File: config.mk
export PLATFORM = sky130hd
export DESIGN_NAME = rav_alarm_window
export DESIGN_NICKNAME = d
export VERILOG_FILES = /design/src/rav_pkg.sv /design/src/rav_alarm_window.sv
export SDC_FILE = /design/constraint.sdc
export NUM_CORES = 1
export LEC_CHECK = 0
export ABC_AREA = 1
export BUFFER_PORTS_ARGS = -buffer_cell sky130_fd_sc_hd__clkbuf_2
export CAP_MARGIN = 20
export CORE_AREA = 5 5 138 140
export CTS_CLUSTER_DIAMETER = 60
export DETAILED_ROUTE_END_ITERATION = 10
export DIE_AREA = 0 0 143 145
export SLEW_MARGIN = 20
export SYNTH_ARGS = -nofsm -noshare
export SYNTH_HDL_FRONTEND = slang
export SYNTH_SLANG_ARGS = --single-unit
File: constraint.sdc
create_clock -name i_clk -period 4.9 [get_ports i_clk]
set_input_delay 0.98 -clock i_clk [delete_from_list [all_inputs] [get_ports i_clk]]
set_output_delay 0.98 -clock i_clk [all_outputs]
set_load 0.03 [all_outputs]
File: src/rav_pkg.sv
// package for the alarm value window: offsets, field layout, resets, types
//
// Operation
// - pointer 10/01/00 selects alarm view
// - month/day, weekday/hours writes need write enable
// - bit 12 holds month tens digit
// - bits 11:8 hold month ones digit
// - bits 5:4 hold day tens digit
// - bits 3:0 hold day ones digit
// - bits 10:8 hold weekday value
// - bits 5:4 hold hour tens digit
// - bits 3:0 hold hour ones digit
// - bits 14:12 hold minute tens digit
// - bits 11:8 hold minute ones digit
// - bits 6:4 hold second tens digit
// - bits 3:0 hold second ones digit
// - unused bits read zero, ignore writes
// - clock window, own pointer, same layout
package rav_pkg;
   // ************************************************
   // register byte offsets
   // ************************************************
   localparam logic [7:0] OFS_CTRL = 8'h00; // write enable and both pointers
   localparam logic [7:0] OFS_ALARM = 8'h04; // alarm value window
   localparam logic [7:0] OFS_CLOCK = 8'h08; // clock value window, read only
   localparam logic [7:0] OFS_STATUS = 8'h0C; // sticky events, write one to clear
   localparam logic [7:0] OFS_MASK = 8'h10; // interrupt mask
   // ************************************************
   // control register fields
   // ************************************************
   localparam int CTRL_WREN_POS = 0; // clock write enable
   localparam int CTRL_APTR_POS = 8; // alarm view pointer, 2 bits
   localparam int CTRL_CPTR_POS = 12; // clock view pointer, 2 bits
   // ************************************************
   // status and mask bits
   // ************************************************
   localparam int EV_MATCH_POS = 0; // alarm matched running clock
   localparam int EV_LOCKED_POS = 1; // write refused, enable was low
   localparam int EV_COUNT = 2;
   // ************************************************
   // view pointer codes and window field positions
   // ************************************************
   localparam logic [1:0] VIEW_MONTH_DAY = 2'h2;
   localparam logic [1:0] VIEW_WEEKDAY_VALUE_HOUR = 2'h1;
   localparam logic [1:0] VIEW_MIN_SEC = 2'h0;
   localparam int HI_TEN_POS = 12; // month tens, minute tens
   localparam int HI_ONE_POS = 8; // month, weekday, minute ones
   localparam int LO_TEN_POS = 4; // day, hour, second tens
   localparam int LO_ONE_POS = 0; // day, hour, second ones
   // ************************************************
   // reset values
   // ************************************************
   localparam logic [31:0] CTRL_RESET = 32'h0000_0000;
   localparam logic [EV_COUNT-1:0] EV_RESET = 2'h0;
   localparam logic [1:0] RESP_OKAY = 2'h0;
   localparam logic [1:0] RESP_SLVERR = 2'h2;
   // one calendar time, either alarm setting or running clock
   typedef struct packed {
      logic [0:0] month_tens_digit;
      logic [3:0] month_ones_digit;
      logic [1:0] day_tens_digit;
      logic [3:0] day_ones_digit;
      logic [2:0] weekday_value;
      logic [1:0] hour_tens_digit;
      logic [3:0] hour_ones_digit;
      logic [2:0] minute_tens_digit;
      logic [3:0] minute_ones_digit;
      logic [2:0] second_tens_digit;
      logic [3:0] second_ones_digit;
   } rav_time_type;
endpackage : rav_pkg

File: src/rav_alarm_window.sv
// alarm value window with clock window, AXI4-Lite slave and alarm interrupt
//
// The register addresses and the AXI4-Lite interface to the registers are this design's own decisions.
`timescale 1ns/1ps
module rav_alarm_window
   import rav_pkg::*;
(
   input wire logic i_clk,
   input wire logic i_rst_n,
   input wire rav_time_type i_clock_time, // running calendar time
   input wire logic [7:0] s_axi_awaddr,
   input wire logic s_axi_awvalid,
   output logic s_axi_awready,
   input wire logic [31:0] s_axi_wdata,
   input wire logic [3:0] s_axi_wstrb,
   input wire logic s_axi_wvalid,
   output logic s_axi_wready,
   output logic [1:0] s_axi_bresp,
   output logic s_axi_bvalid,
   input wire logic s_axi_bready,
   input wire logic [7:0] s_axi_araddr,
   input wire logic s_axi_arvalid,
   output logic s_axi_arready,
   output logic [31:0] s_axi_rdata,
   output logic [1:0] s_axi_rresp,
   output logic s_axi_rvalid,
   input wire logic s_axi_rready,
   output logic o_irq
);
   // ************************************************
   // state
   // ************************************************
   logic [31:0] ctrl; // enable and pointers
   logic [EV_COUNT-1:0] ev_status; // sticky events
   logic [EV_COUNT-1:0] ev_mask; // interrupt mask
   rav_time_type alarm; // stored alarm, no reset
   logic [2:0] view_written; // one bit per view once written
   logic [7:0] aw_addr; // held write address
   logic aw_held; // write address taken
   logic [31:0] w_data; // held write data
   logic [3:0] w_strb; // held byte strobes
   logic w_held; // write data taken
   logic match_d; // previous match level, for edge
   logic clock_write_enable; // from control
   logic [1:0] alarm_view_pointer; // selects alarm view
   logic [1:0] clock_view_pointer; // selects clock view
   logic commit; // write performed this cycle
   logic [31:0] wmask; // strobes spread to bits
   logic [15:0] alarm_wr; // masked new window value
   logic [15:0] alarm_value_window; // alarm view as read
   logic [15:0] clock_value_window; // clock view as read
   logic alarm_locked; // write hits a locked view
   logic match_now; // alarm equals running time
   logic [31:0] next_rdata; // read mux
   logic next_rerr; // unmapped read
   logic [EV_COUNT-1:0] ev_clr; // status bits software clears this cycle
   logic [EV_COUNT-1:0] ev_set; // status bits hardware raises this cycle

   assign clock_write_enable = ctrl[CTRL_WREN_POS];
   assign alarm_view_pointer = ctrl[CTRL_APTR_POS +: 2];
   assign clock_view_pointer = ctrl[CTRL_CPTR_POS +: 2];
   assign commit = aw_held && w_held && !s_axi_bvalid;

   // ************************************************
   // view formatting
   // ************************************************
   // lay one time out as the view the pointer picks; unused bits stay zero
   function automatic logic [15:0] view_of(input rav_time_type t, input logic [1:0] ptr);
      logic [15:0] v;
      v = 16'h0000; // unused positions read zero
      case (ptr)
         VIEW_MONTH_DAY: begin
            v[HI_TEN_POS +: 1] = t.month_tens_digit;
            v[HI_ONE_POS +: 4] = t.month_ones_digit;
            v[LO_TEN_POS +: 2] = t.day_tens_digit;
            v[LO_ONE_POS +: 4] = t.day_ones_digit;
         end
         VIEW_WEEKDAY_VALUE_HOUR: begin
            v[HI_ONE_POS +: 3] = t.weekday_value;
            v[LO_TEN_POS +: 2] = t.hour_tens_digit;
            v[LO_ONE_POS +: 4] = t.hour_ones_digit;
         end
         VIEW_MIN_SEC: begin
            v[HI_TEN_POS +: 3] = t.minute_tens_digit;
            v[HI_ONE_POS +: 4] = t.minute_ones_digit;
            v[LO_TEN_POS +: 3] = t.second_tens_digit;
            v[LO_ONE_POS +: 4] = t.second_ones_digit;
         end
         default: begin // pointer 11 maps nothing
            v = 16'h0000;
         end
      endcase
      return v;
   endfunction : view_of

   assign alarm_value_window = view_of(alarm, alarm_view_pointer);
   assign clock_value_window = view_of(i_clock_time, clock_view_pointer);

   // spread byte strobes over the word
   generate
      for (genvar b = 0; b < 4; b++) begin : g_strb
         assign wmask[8*b +: 8] = {8{w_strb[b]}};
      end
   endgenerate

   // merge strobed data into the current view
   assign alarm_wr = (w_data[15:0] & wmask[15:0]) | (alarm_value_window & ~wmask[15:0]);

   // calendar views refuse writes while enable is low
   assign alarm_locked = !clock_write_enable &&
      (alarm_view_pointer == VIEW_MONTH_DAY || alarm_view_pointer == VIEW_WEEKDAY_VALUE_HOUR);

   // ************************************************
   // write address and data channels
   // ************************************************
   // address taken on handshake, released at the edge that raises the response
   always_ff @(posedge i_clk) begin
      if (!i_rst_n) begin
         aw_held <= 1'b0;
         aw_addr <= 8'h00;
         s_axi_awready <= 1'b0;
      end else if (s_axi_awvalid && s_axi_awready) begin
         aw_held <= 1'b1;
         aw_addr <= s_axi_awaddr;
         s_axi_awready <= 1'b0;
      end else if (commit) begin
         aw_held <= 1'b0;
      end else if (!aw_held && !s_axi_bvalid) begin
         s_axi_awready <= 1'b1; // ready again once the response is gone
      end
   end

   // data channel taken independently of the address
   always_ff @(posedge i_clk) begin
      if (!i_rst_n) begin
         w_held <= 1'b0;
         w_data <= 32'h0000_0000;
         w_strb <= 4'h0;
         s_axi_wready <= 1'b0;
      end else if (s_axi_wvalid && s_axi_wready) begin
         w_held <= 1'b1;
         w_data <= s_axi_wdata;
         w_strb <= s_axi_wstrb;
         s_axi_wready <= 1'b0;
      end else if (commit) begin
         w_held <= 1'b0;
      end else if (!w_held && !s_axi_bvalid) begin
         s_axi_wready <= 1'b1;
      end
   end

   // response one cycle after both halves are held
   always_ff @(posedge i_clk) begin
      if (!i_rst_n) begin
         s_axi_bvalid <= 1'b0;
         s_axi_bresp <= RESP_OKAY;
      end else if (commit) begin
         s_axi_bvalid <= 1'b1;
         // a refused alarm write still answers okay; the status bit reports it
         if (aw_addr == OFS_CTRL || aw_addr == OFS_ALARM || aw_addr == OFS_STATUS ||
             aw_addr == OFS_MASK || aw_addr == OFS_CLOCK) begin
            s_axi_bresp <= RESP_OKAY;
         end else begin
            s_axi_bresp <= RESP_SLVERR; // unmapped
         end
      end else if (s_axi_bready) begin
         s_axi_bvalid <= 1'b0;
      end
   end

   // ************************************************
   // register writes
   // ************************************************
   // control register: enable and the two pointers only
   always_ff @(posedge i_clk) begin
      if (!i_rst_n) begin
         ctrl <= CTRL_RESET;
      end else if (commit && aw_addr == OFS_CTRL) begin
         ctrl[CTRL_WREN_POS] <= (w_data[CTRL_WREN_POS] & wmask[CTRL_WREN_POS]) |
            (ctrl[CTRL_WREN_POS] & ~wmask[CTRL_WREN_POS]);
         if (w_strb[1]) begin
            ctrl[CTRL_APTR_POS +: 2] <= w_data[CTRL_APTR_POS +: 2];
            ctrl[CTRL_CPTR_POS +: 2] <= w_data[CTRL_CPTR_POS +: 2];
         end
      end
   end

   // alarm storage: no reset, contents undefined until written
   always_ff @(posedge i_clk) begin
      if (commit && aw_addr == OFS_ALARM && !alarm_locked) begin
         case (alarm_view_pointer)
            VIEW_MONTH_DAY: begin
               alarm.month_tens_digit <= alarm_wr[HI_TEN_POS +: 1];
               alarm.month_ones_digit <= alarm_wr[HI_ONE_POS +: 4];
               alarm.day_tens_digit <= alarm_wr[LO_TEN_POS +: 2];
               alarm.day_ones_digit <= alarm_wr[LO_ONE_POS +: 4];
            end
            VIEW_WEEKDAY_VALUE_HOUR: begin
               alarm.weekday_value <= alarm_wr[HI_ONE_POS +: 3];
               alarm.hour_tens_digit <= alarm_wr[LO_TEN_POS +: 2];
               alarm.hour_ones_digit <= alarm_wr[LO_ONE_POS +: 4];
            end
            VIEW_MIN_SEC: begin
               alarm.minute_tens_digit <= alarm_wr[HI_TEN_POS +: 3];
               alarm.minute_ones_digit <= alarm_wr[HI_ONE_POS +: 4];
               alarm.second_tens_digit <= alarm_wr[LO_TEN_POS +: 3];
               alarm.second_ones_digit <= alarm_wr[LO_ONE_POS +: 4];
            end
            default: begin // unused bits and pointer 11 ignore writes
               alarm <= alarm;
            end
         endcase
      end
   end

   // track which views hold defined contents, so undefined bits never match
   always_ff @(posedge i_clk) begin
      if (!i_rst_n) begin
         view_written <= 3'h0;
      end else if (commit && aw_addr == OFS_ALARM && !alarm_locked &&
                   alarm_view_pointer != 2'h3) begin
         view_written[alarm_view_pointer] <= 1'b1;
      end
   end

   // ************************************************
   // alarm compare and interrupt
   // ************************************************
   assign match_now = (&view_written) && (alarm == i_clock_time);

   // edge of the match, so a standing match is one event
   always_ff @(posedge i_clk) begin
      if (!i_rst_n) begin
         match_d <= 1'b0;
      end else begin
         match_d <= match_now;
      end
   end

   // write-one-to-clear request, strobed bits only
   assign ev_clr = (commit && aw_addr == OFS_STATUS) ?
      (w_data[EV_COUNT-1:0] & wmask[EV_COUNT-1:0]) : EV_RESET;
   assign ev_set[EV_MATCH_POS] = match_now && !match_d;
   assign ev_set[EV_LOCKED_POS] = commit && aw_addr == OFS_ALARM && alarm_locked;

   // sticky status; a set in the clearing cycle wins
   always_ff @(posedge i_clk) begin
      if (!i_rst_n) begin
         ev_status <= EV_RESET;
      end else begin
         ev_status <= (ev_status & ~ev_clr) | ev_set;
      end
   end

   // mask register
   always_ff @(posedge i_clk) begin
      if (!i_rst_n) begin
         ev_mask <= EV_RESET;
      end else if (commit && aw_addr == OFS_MASK) begin
         ev_mask <= (w_data[EV_COUNT-1:0] & wmask[EV_COUNT-1:0]) |
            (ev_mask & ~wmask[EV_COUNT-1:0]);
      end
   end

   // level interrupt, registered
   always_ff @(posedge i_clk) begin
      if (!i_rst_n) begin
         o_irq <= 1'b0;
      end else begin
         o_irq <= |(ev_status & ev_mask);
      end
   end

   // ************************************************
   // read channel
   // ************************************************
   // address decode for reads
   always_comb begin
      next_rdata = 32'h0000_0000;
      next_rerr = 1'b0;
      if (s_axi_araddr == OFS_CTRL) begin
         next_rdata = ctrl;
      end else if (s_axi_araddr == OFS_ALARM) begin
         next_rdata[15:0] = alarm_value_window;
      end else if (s_axi_araddr == OFS_CLOCK) begin
         next_rdata[15:0] = clock_value_window;
      end else if (s_axi_araddr == OFS_STATUS) begin
         next_rdata[EV_COUNT-1:0] = ev_status;
      end else if (s_axi_araddr == OFS_MASK) begin
         next_rdata[EV_COUNT-1:0] = ev_mask;
      end else begin
         next_rerr = 1'b1; // unmapped
      end
   end

   // one read at a time; data captured at the address handshake
   always_ff @(posedge i_clk) begin
      if (!i_rst_n) begin
         s_axi_arready <= 1'b0;
         s_axi_rvalid <= 1'b0;
         s_axi_rdata <= 32'h0000_0000;
         s_axi_rresp <= RESP_OKAY;
      end else if (s_axi_arvalid && s_axi_arready) begin
         s_axi_arready <= 1'b0;
         s_axi_rvalid <= 1'b1;
         s_axi_rdata <= next_rdata;
         s_axi_rresp <= next_rerr ? RESP_SLVERR : RESP_OKAY;
      end else if (s_axi_rvalid && s_axi_rready) begin
         s_axi_rvalid <= 1'b0;
      end else if (!s_axi_rvalid) begin
         s_axi_arready <= 1'b1;
      end
   end

   // ************************************************
   // assertions
   // ************************************************
   view_select_a: assert property (@(posedge i_clk) disable iff (!i_rst_n)
      alarm_view_pointer == VIEW_WEEKDAY_VALUE_HOUR && view_written[VIEW_WEEKDAY_VALUE_HOUR] |->
         alarm_value_window == {5'h00, alarm.weekday_value, 2'h0,
            alarm.hour_tens_digit, alarm.hour_ones_digit})
      else $error("weekday/hour view misformatted");

   write_lock_a: assert property (@(posedge i_clk) disable iff (!i_rst_n)
      commit && aw_addr == OFS_ALARM && alarm_locked |=> $stable(alarm) &&
         ev_status[EV_LOCKED_POS])
      else $error("locked alarm view was written");

   month_tens_a: assert property (@(posedge i_clk) disable iff (!i_rst_n)
      alarm_view_pointer == VIEW_MONTH_DAY && view_written[VIEW_MONTH_DAY] |->
         alarm_value_window[12] == alarm.month_tens_digit)
      else $error("month tens digit misplaced");

   month_ones_a: assert property (@(posedge i_clk) disable iff (!i_rst_n)
      commit && aw_addr == OFS_ALARM && clock_write_enable && &w_strb[1:0] &&
      alarm_view_pointer == VIEW_MONTH_DAY |=>
         alarm.month_ones_digit == $past(w_data[11:8]))
      else $error("month ones digit not stored");

   minute_tens_a: assert property (@(posedge i_clk) disable iff (!i_rst_n)
      commit && aw_addr == OFS_ALARM && w_strb[1] &&
      alarm_view_pointer == VIEW_MIN_SEC |=>
         alarm.minute_tens_digit == $past(w_data[14:12]))
      else $error("minute tens digit not stored");

   unused_zero_a: assert property (@(posedge i_clk) disable iff (!i_rst_n)
      s_axi_rvalid && $rose(s_axi_rvalid) && $past(s_axi_araddr) == OFS_ALARM |->
         s_axi_rdata[31:15] == 17'h00000 && s_axi_rdata[7] == 1'b0)
      else $error("unused alarm bits read nonzero");

   clock_view_a: assert property (@(posedge i_clk) disable iff (!i_rst_n)
      clock_view_pointer == VIEW_MIN_SEC |->
         clock_value_window[3:0] == i_clock_time.second_ones_digit &&
         clock_value_window[14:12] == i_clock_time.minute_tens_digit)
      else $error("clock view misformatted");

   match_event_a: assert property (@(posedge i_clk) disable iff (!i_rst_n)
      match_now && !match_d |=> ev_status[EV_MATCH_POS] ##1
         (o_irq || !$past(ev_mask[EV_MATCH_POS])))
      else $error("alarm match not recorded");

   write_resp_a: assert property (@(posedge i_clk) disable iff (!i_rst_n)
      commit |=> s_axi_bvalid && !aw_held && !w_held)
      else $error("write response missing");
endmodule : rav_alarm_window

==> impl_metrics.py, run 1 <==
metrics = {
    "route": {
        "wirelength_um": 15100,
        "via_per_inst": 4.44,
        "vias": 4551,
        "drc": 0,
        "drt_iter0_markers": 259,
        "antenna_left": 0,
        "routedWlPerCell_um": 14.7,
        "firstDrtPassIters": 5,
    },
    "clocking": {
        "post_cts_buffers": 0,
        "clock_path_buffers": 2,
        "clk_pin_slew_ns": 0.07,
        "cts_root_buffer": "clkbuf_16",
        "hold_buffers": 0,
        "cts-resized-gates": 0,
        "htreeDepth": 3,
        "cts_tree": "built",
        "numCtsBuffers": 9,
        "worstSkewPairLatency_ns": 0.34,
        "cts_sinks": 95,
    },
    "sta": {
        "fin_crit_sh_pct": 50.1,
        "setup-violations-final": 0,
        "tightestPinTransition_ns": 1.02,
        "finalCriticalPeriod_ns": 2.45,
        "rsz0062_at_grt": "no",
        "clock_skew_ns": 0.00748,
        "hold_slack_ns": 0.454,
        "fin_setup_tns_ns": 0,
        "slew_headroom_pct": 31.7,
        "finalHoldViolations": 0,
        "fin_ws_ns": 2.45,
        "drv_slew": 0,
        "max_freq_ghz": 0.408,
    },
    "logic_synthesis": {
        "synth.distinct_cells": 42,
        "synth_enable_flop_cells": 34,
        "synth_top_flop_cell": "dfxtp_1",
        "synth-seq-cells": 95,
        "yosysWarnings": 0,
        "async_reset_ff_share_pct": 0,
        "netlist_area_mm2": 0.00515,
        "synth_cells": 703,
        "seq_area_frac_synth_pct": 43.5,
        "syn_avg_cell_area_um2": 7.32,
    },
    "critical_path": {
        "critPathLaunchType": "primary input",
        "cp.required_ns": 5.18,
        "cp-end-kind": "flop",
        "r2r_cells": 8,
        "path_class": "primary input to flop",
        "cp-startpoint": "i_rst_n",
        "critPathMaxFanout": 39,
        "r2r_end": "alarm[17]$_DFFE_PP_",
        "rrSetupSlack_ns": 2.56,
        "regToRegStartpoint": "aw_held$_SDFFE_PN0P_",
        "arrival_ns": 2.73,
    },
    "global_routing": {
        "overflow": 0,
        "grt_pass1_vias": 4525,
        "grt_pass1_wl_um": 23500,
        "use_met1_pct": 19.1,
        "grt_most_used_layer": "met2",
        "grt_max_degree": 40,
        "use_met3_pct": 2.73,
        "grt.total_usage_pct": 14.6,
        "use_met2_pct": 23.6,
        "antenna_found_initial": 1,
    },
    "cells_and_area": {
        "fillCellCount": 1910,
        "seq_area_mm2": 0.00224,
        "layout-drive-gt1-share_pct": 19.3,
        "area_delta_synth_final_pct": 16.8,
        "multi_input_area_mm2": 0.00239,
        "final_cells": 1024,
        "stdcell_area_mm2": 0.00601,
        "final_nets": 886,
    },
    "die": {
        "die_h_um": 145,
        "dieArea_mm2": 0.0207,
        "die-width_um": 143,
        "initial_utilization_pct": 29.1,
        "num_rows": 49,
        "io_pins": 135,
        "core_area_mm2": 0.0177,
    },
    "placed_design": {
        "port_buffers": 94,
        "place_inst": 1007,
        "post_dp_cell_area_mm2": 0.00574,
        "hpwl_um": 11900,
        "place.gp.congestion": 0.930,
        "dp_slack_ns": 2.03,
    },
    "status": {
        "status": "completed",
    },
    "power_and_ir_drop": {
        "power_density_mw_per_mm2": 282,
        "vdd_ir_drop_max_mv": 0.168,
        "p_leak_nw": 2.79,
    },
    "worst_hold_path": {
        "min_to": "aw_addr[0]$_SDFFE_PN0P_",
        "hold_path.startpoint": "aw_addr[0]$_SDFFE_PN0P_",
        "worstHoldPathType": "flop to flop",
        "min_delay_path_depth": 2,
    },
    "run": {
        "drv_cap": 0,
    },
}
-- Yosys cell counts (2+ instances only) --
cell	count	area share, %
nand2_1	218	16
nor2_1	77	5.6
inv_1	71	5.2
dfxtp_1	61	24
o21ai_0	36	3.5
edfxtp_1	34	20
nand3_1	30	2.9
a21oi_1	23	2.2
buf_4	22	3.2
inv_2	17	1.2
o21ai_1	17	1.7
o211ai_1	16	2.3
xnor2_1	8	1.4
clkbuf_1	7	0.51
nor2_4	7	1.5
xor2_1	7	1.2
buf_2	6	0.58
nand4_1	5	0.61
nor2_2	5	0.61
ha_1	4	0.97
nor3_2	4	0.78
nand2_2	3	0.36
o21a_1	3	0.44
buf_1	2	0.15
buf_6	2	0.44
nand3_2	2	0.39
-- flip-flops by register name, indices dropped and copies added, names as in the netlist, 2 cells and up, named ones only --
signal        count
ctrl              4
s_axi_rdata      14
w_data           14
view_written      3
aw_addr           8
w_strb            2
ev_status         2
alarm            34
-- worst max-delay path, cell delays in order --
cell	delay (ns)
clkbuf_2	0.52
inv_1	0.40
nor2_2	0.59
nand2_1	0.12
o21ai_1	0.10
-- how the worst max path moves through the flow --
stage	cells past startpoint	endpoint
final	5	s_axi_rdata[2]$_SDFFE_PN0P_
after global routing	5	s_axi_rdata[2]$_SDFFE_PN0P_
after CTS	5	s_axi_rdata[2]$_SDFFE_PN0P_
after detailed placement	5	s_axi_rdata[2]$_SDFFE_PN0P_
after global placement	4	s_axi_arready$_SDFFE_PP0P_
after floorplan	7	alarm[0]$_DFFE_PP_
-- kinds of logic (layout without fill, tap and decap cells) --
logic type	count (synthesis)	in the layout	share of synthesized area (%)
DFF	95	95	43.5
other	1	21	0.0728
AOI/OAI and AO/OA	102	102	11.3
buffers and inverters	128	200	11.4
and+or+nand+nor	358	358	30.1
xor gates and xnor gates	15	15	2.55
adders and majority gates	4	4	0.972
-- placed cells by master (no fill, tap or decap), types with 2 or more instances in the layout --
master	instances
a21oi_1	23
clkbuf_1	2
clkbuf_16	9
clkbuf_2	94
conb_1	20
dfxtp_1	61
edfxtp_1	34
ha_1	4
inv_1	71
inv_2	17
nand2_1	218
nand2_2	3
nand3_1	30
nand3_2	2
nand4_1	5
nor2_1	76
nor2_2	6
nor2_4	7
nor3_2	4
o211ai_1	16
o21a_1	3
o21ai_0	36
o21ai_1	17
xnor2_1	8
xor2_1	7
-- through the flow --
| stage | util [%] | total power, W |
|---|---|---|
| 6_report | 33.9 | 0.00169 |
| 5_1_grt | 33.9 | 0.00176 |
| 4_1_cts | 33.9 | 0.00171 |
| 3_5_place_dp | 32.4 | 0.00106 |
| 3_3_place_gp | 32.4 | 0.00106 |
| 2_1_floorplan | - | 0.00100 |
-- layer usage --
metal / share of wire [%] / vias up / routed length, µm
met5: 0 / - / 0
met2: 46 / 143 / 6940
met3: 5.7 / 24 / 857
met1: 45 / 2025 / 6860
met4: 2.9 / 0 / 440
li1: - / 2359 / -
-- area by class of cell --
type	instances	share of cell area [%]
Inverter	89	5.55
Sequential cell	95	37.3
Tap cell	229	4.76
Antenna cell	1	0.0416
Timing Repair Buffer	95	7.95
Clock buffer	12	4.10
Clock inverter	4	0.499
Multi-Input combinational cell	499	39.8
-- where the power goes --
part	internal (W)	switching, W	total (W)
logic	0.0000606	0.000124	0.000185
registers	0.000836	0.0000177	0.000853
clock network	0.000360	0.000295	0.000655
No activity file was read; power rests on OpenSTA's default activity.
==> run 2: changes to the inputs <==
- ABC_AREA: 1 -> 0
- CORE_AREA: 5 5 138 140 -> 5 5 132 134
- DIE_AREA: 0 0 143 145 -> 0 0 137 139
- clock period: 4.9 -> 2.05 ns (I/O delays scaled with it)
==> run 2 against run 1 <==
Compared with the run above:
- hold slack got worse by 0.16 ns
- utilization rose by 2.1 points
- synthesized cell count down 29%
- combinational power is 120% higher
- via count down 15%
- clock power rose by 140%
- sequential share of layout area up 1.3 points
- area after synthesis fell by 8.4%
- die area down 8.2%
- register-to-register slack worse by 2.5 ns
- worst setup slack worse by 2.4 ns
==> impl_metrics.py, run 2 <==
metrics = {
    "clocking": {
        "hold_buffers": 0,
        "worstSkewPairLatency_ns": 0.35,
        "cts_tree": "built",
        "clock_path_buffers": 2,
        "htreeDepth": 3,
        "cts_sinks": 95,
        "cts_root_buffer": "clkbuf_16",
        "clk_pin_slew_ns": 0.07,
        "numCtsBuffers": 9,
    },
    "power_and_ir_drop": {
        "power_density_mw_per_mm2": 690,
        "p_clk_share_pct": 39.7,
        "p_sw_w": 0.000987,
        "power.share.switching_pct": 24.6,
        "internal-power_w": 0.00303,
        "vdd_ir_drop_max_mv": 0.337,
        "power_frac_comb_pct": 9.9,
        "p_leak_nw": 2.23,
        "p_seq_share_pct": 50.4,
    },
    "critical_path": {
        "regToRegStartpoint": "aw_addr[6]$_SDFFE_PN0P_",
        "path_class": "flop to flop",
        "cp.required_ns": 2.10,
        "r2r_cells": 6,
        "arrival_ns": 2.02,
        "cp-startpoint": "aw_addr[6]$_SDFFE_PN0P_",
        "slowest_stage": "or4_4",
        "critPathMaxFanout": 14,
        "cp-end-kind": "flop",
        "rrSetupSlack_ns": 0.08,
        "crit_path_max_incr_delay_ns": 0.56,
        "r2r_end": "alarm[2]$_DFFE_PP_",
        "critPathLaunchType": "flop",
        "crit_chain": "or4_4, nor4_4, nand2_1, nor3_2, and2_2, buf_12",
    },
    "sta": {
        "max_freq_ghz": 0.507,
        "finalCriticalPeriod_ns": 1.97,
        "hold_slack_ns": 0.297,
        "finalHoldViolations": 0,
        "slew_headroom_pct": 59.4,
        "clock_skew_ns": 0.00751,
        "rsz0062_at_grt": "yes",
        "tightestPinTransition_ns": 0.608,
        "drv_slew": 0,
        "setup-violations-final": 0,
        "fin_setup_tns_ns": 0,
        "fin_ws_ns": 0.0791,
        "fin_crit_sh_pct": 96.1,
    },
    "cells_and_area": {
        "area_delta_synth_final_pct": 23.4,
        "final_nets": 699,
        "fillCellCount": 1675,
        "top_regs": "alarm (34), s_axi_rdata (14), w_data (14)",
        "stdcell_area_mm2": 0.00582,
        "layout-drive-gt1-share_pct": 24.7,
        "final_common_cell": "clkbuf_2",
        "final_cell_mix": "94 x clkbuf_2, 89 x nand2_1, 60 x dfxtp_1, 34 x edfxtp_1, 33 x xnor2_1",
        "top_register": "alarm",
        "largest_reg_flops": 34,
        "seq_area_mm2": 0.00224,
        "final_cells": 827,
        "diodes": 0,
        "multi_input_area_mm2": 0.00227,
    },
    "logic_synthesis": {
        "synth.distinct_cells": 49,
        "synth_top_flop_cell": "dfxtp_1",
        "synth_common_cells": "89 x nand2_1, 61 x dfxtp_1, 34 x edfxtp_1",
        "synth_top_area_share_pct": 25.9,
        "synth_cells": 498,
        "yosysMostFrequentCell": "nand2_1",
        "synth_top_area_cell": "dfxtp_1",
        "synth.area.top_cells": "dfxtp_1 26%, edfxtp_1 22%, nand2_1 7.1%",
        "yosysWarnings": 0,
        "synth_enable_flop_cells": 34,
        "synth-seq-cells": 95,
        "seq_area_frac_synth_pct": 47.5,
        "async_reset_ff_share_pct": 0,
        "syn_avg_cell_area_um2": 9.47,
        "netlist_area_mm2": 0.00472,
    },
    "global_routing": {
        "grt_pass1_wl_um": 20900,
        "grt_pass1_vias": 3823,
        "grt_max_degree": 47,
        "grt.total_usage_pct": 14.1,
        "antenna_found_initial": 0,
        "overflow": 0,
    },
    "worst_hold_path": {
        "min_to": "w_data[8]$_SDFFE_PN0P_",
        "worstHoldPathType": "primary input to flop",
        "hold_path.startpoint": "s_axi_wdata[8]",
        "min_delay_path_depth": 3,
    },
    "route": {
        "drt_iter0_markers": 219,
        "antenna_left": 0,
        "vias": 3890,
        "routedWlPerCell_um": 16.0,
        "drc": 0,
        "wirelength_um": 13300,
        "firstDrtPassIters": 5,
        "via_per_inst": 4.70,
    },
    "placed_design": {
        "post_dp_cell_area_mm2": 0.00550,
        "place.gp.congestion": 0.875,
        "hpwl_um": 10500,
        "dp_slack_ns": -0.0370,
        "place_inst": 808,
        "port_buffers": 94,
    },
    "die": {
        "initial_utilization_pct": 29.2,
        "num_rows": 47,
        "core_area_mm2": 0.0162,
        "die_h_um": 139,
        "io_pins": 135,
        "die-width_um": 137,
        "dieArea_mm2": 0.0190,
    },
    "status": {
        "status": "completed",
    },
    "run": {
        "drv_cap": 0,
    },
}
==> run 2: worst max-delay path by stage <==
stage          cells after the start  slack, ns                     endpoint
2_1_floorplan                      5       0.06          alarm[14]$_DFFE_PP_
3_3_place_gp                       5      -0.01          alarm[25]$_DFFE_PP_
3_5_place_dp                       5      -0.04          alarm[25]$_DFFE_PP_
4_1_cts                            6     0.0008           alarm[8]$_DFFE_PP_
5_1_grt                            8      -0.04  s_axi_rdata[9]$_SDFFE_PN0P_
6_report                           6       0.08           alarm[2]$_DFFE_PP_
==> run 2: metrics by stage <==
stage	utilization, %	power [W]
finish	36.0	0.00402
global route	36.0	0.00419
CTS	35.9	0.00406
detailed placement	34.0	0.00247
global placement	34.0	0.00246
floorplan	-	0.00234
==> run 2: timing repair <==
action                     CTS  global route
setup endpoints to repair   16            48
resized for setup            1             5
pin swaps                    2             3
setup buffers                2             1
==> run 2: critical path: cells and delay by family, from the launching register on <==
family / cells / cell delay (ns)
buf+inv: 1 / 0.15
simple gates: 5 / 1.22
flops: 1 / 0.31
==> run 2: area by class of cell <==
| type | instances | share of cell area, % |
|---|---|---|
| Sequential cell | 95 | 38.5 |
| Tap cell | 220 | 4.73 |
| Timing Repair Buffer | 122 | 12.3 |
| Multi-Input combinational cell | 365 | 38.9 |
| Clock buffer | 11 | 4.36 |
| Inverter | 9 | 0.580 |
| Clock inverter | 5 | 0.516 |
==> run 2: cells by family (layout without fill, tap and decap cells) <==
logic type | after synthesis | in the layout | synth area share, %
muxes | 20 | 20 | 4.32
other | 1 | 20 | 0.0795
and+or+nand+nor | 171 | 171 | 17.5
AOI/OAI and AO/OA | 116 | 116 | 17.0
DFF | 95 | 95 | 47.5
xor gates and xnor gates | 34 | 34 | 6.31
adders and majority gates | 4 | 4 | 1.06
buffers and inverters | 57 | 147 | 6.21
==> run 2: metal layers <==
| layer | global-route usage, % | routed length (µm) | vias up |
|---|---|---|---|
| met5 | 0 | 0 | - |
| met4 | 4.57 | 308 | 0 |
| met3 | 4.75 | 1040 | 20 |
| met2 | 21.2 | 5720 | 149 |
| met1 | 19.0 | 6200 | 1778 |
| li1 | - | - | 1943 |
==> run 2: power by group through the flow <==
stage,clock network (W),registers [W],logic [W]
6_report,0.00159,0.00202,0.000400
5_1_grt,0.00172,0.00203,0.000444
4_1_cts,0.00163,0.00203,0.000403
3_5_place_dp,0,0.00207,0.000402
3_3_place_gp,0,0.00206,0.000398
2_1_floorplan,0,0.00207,0.000268
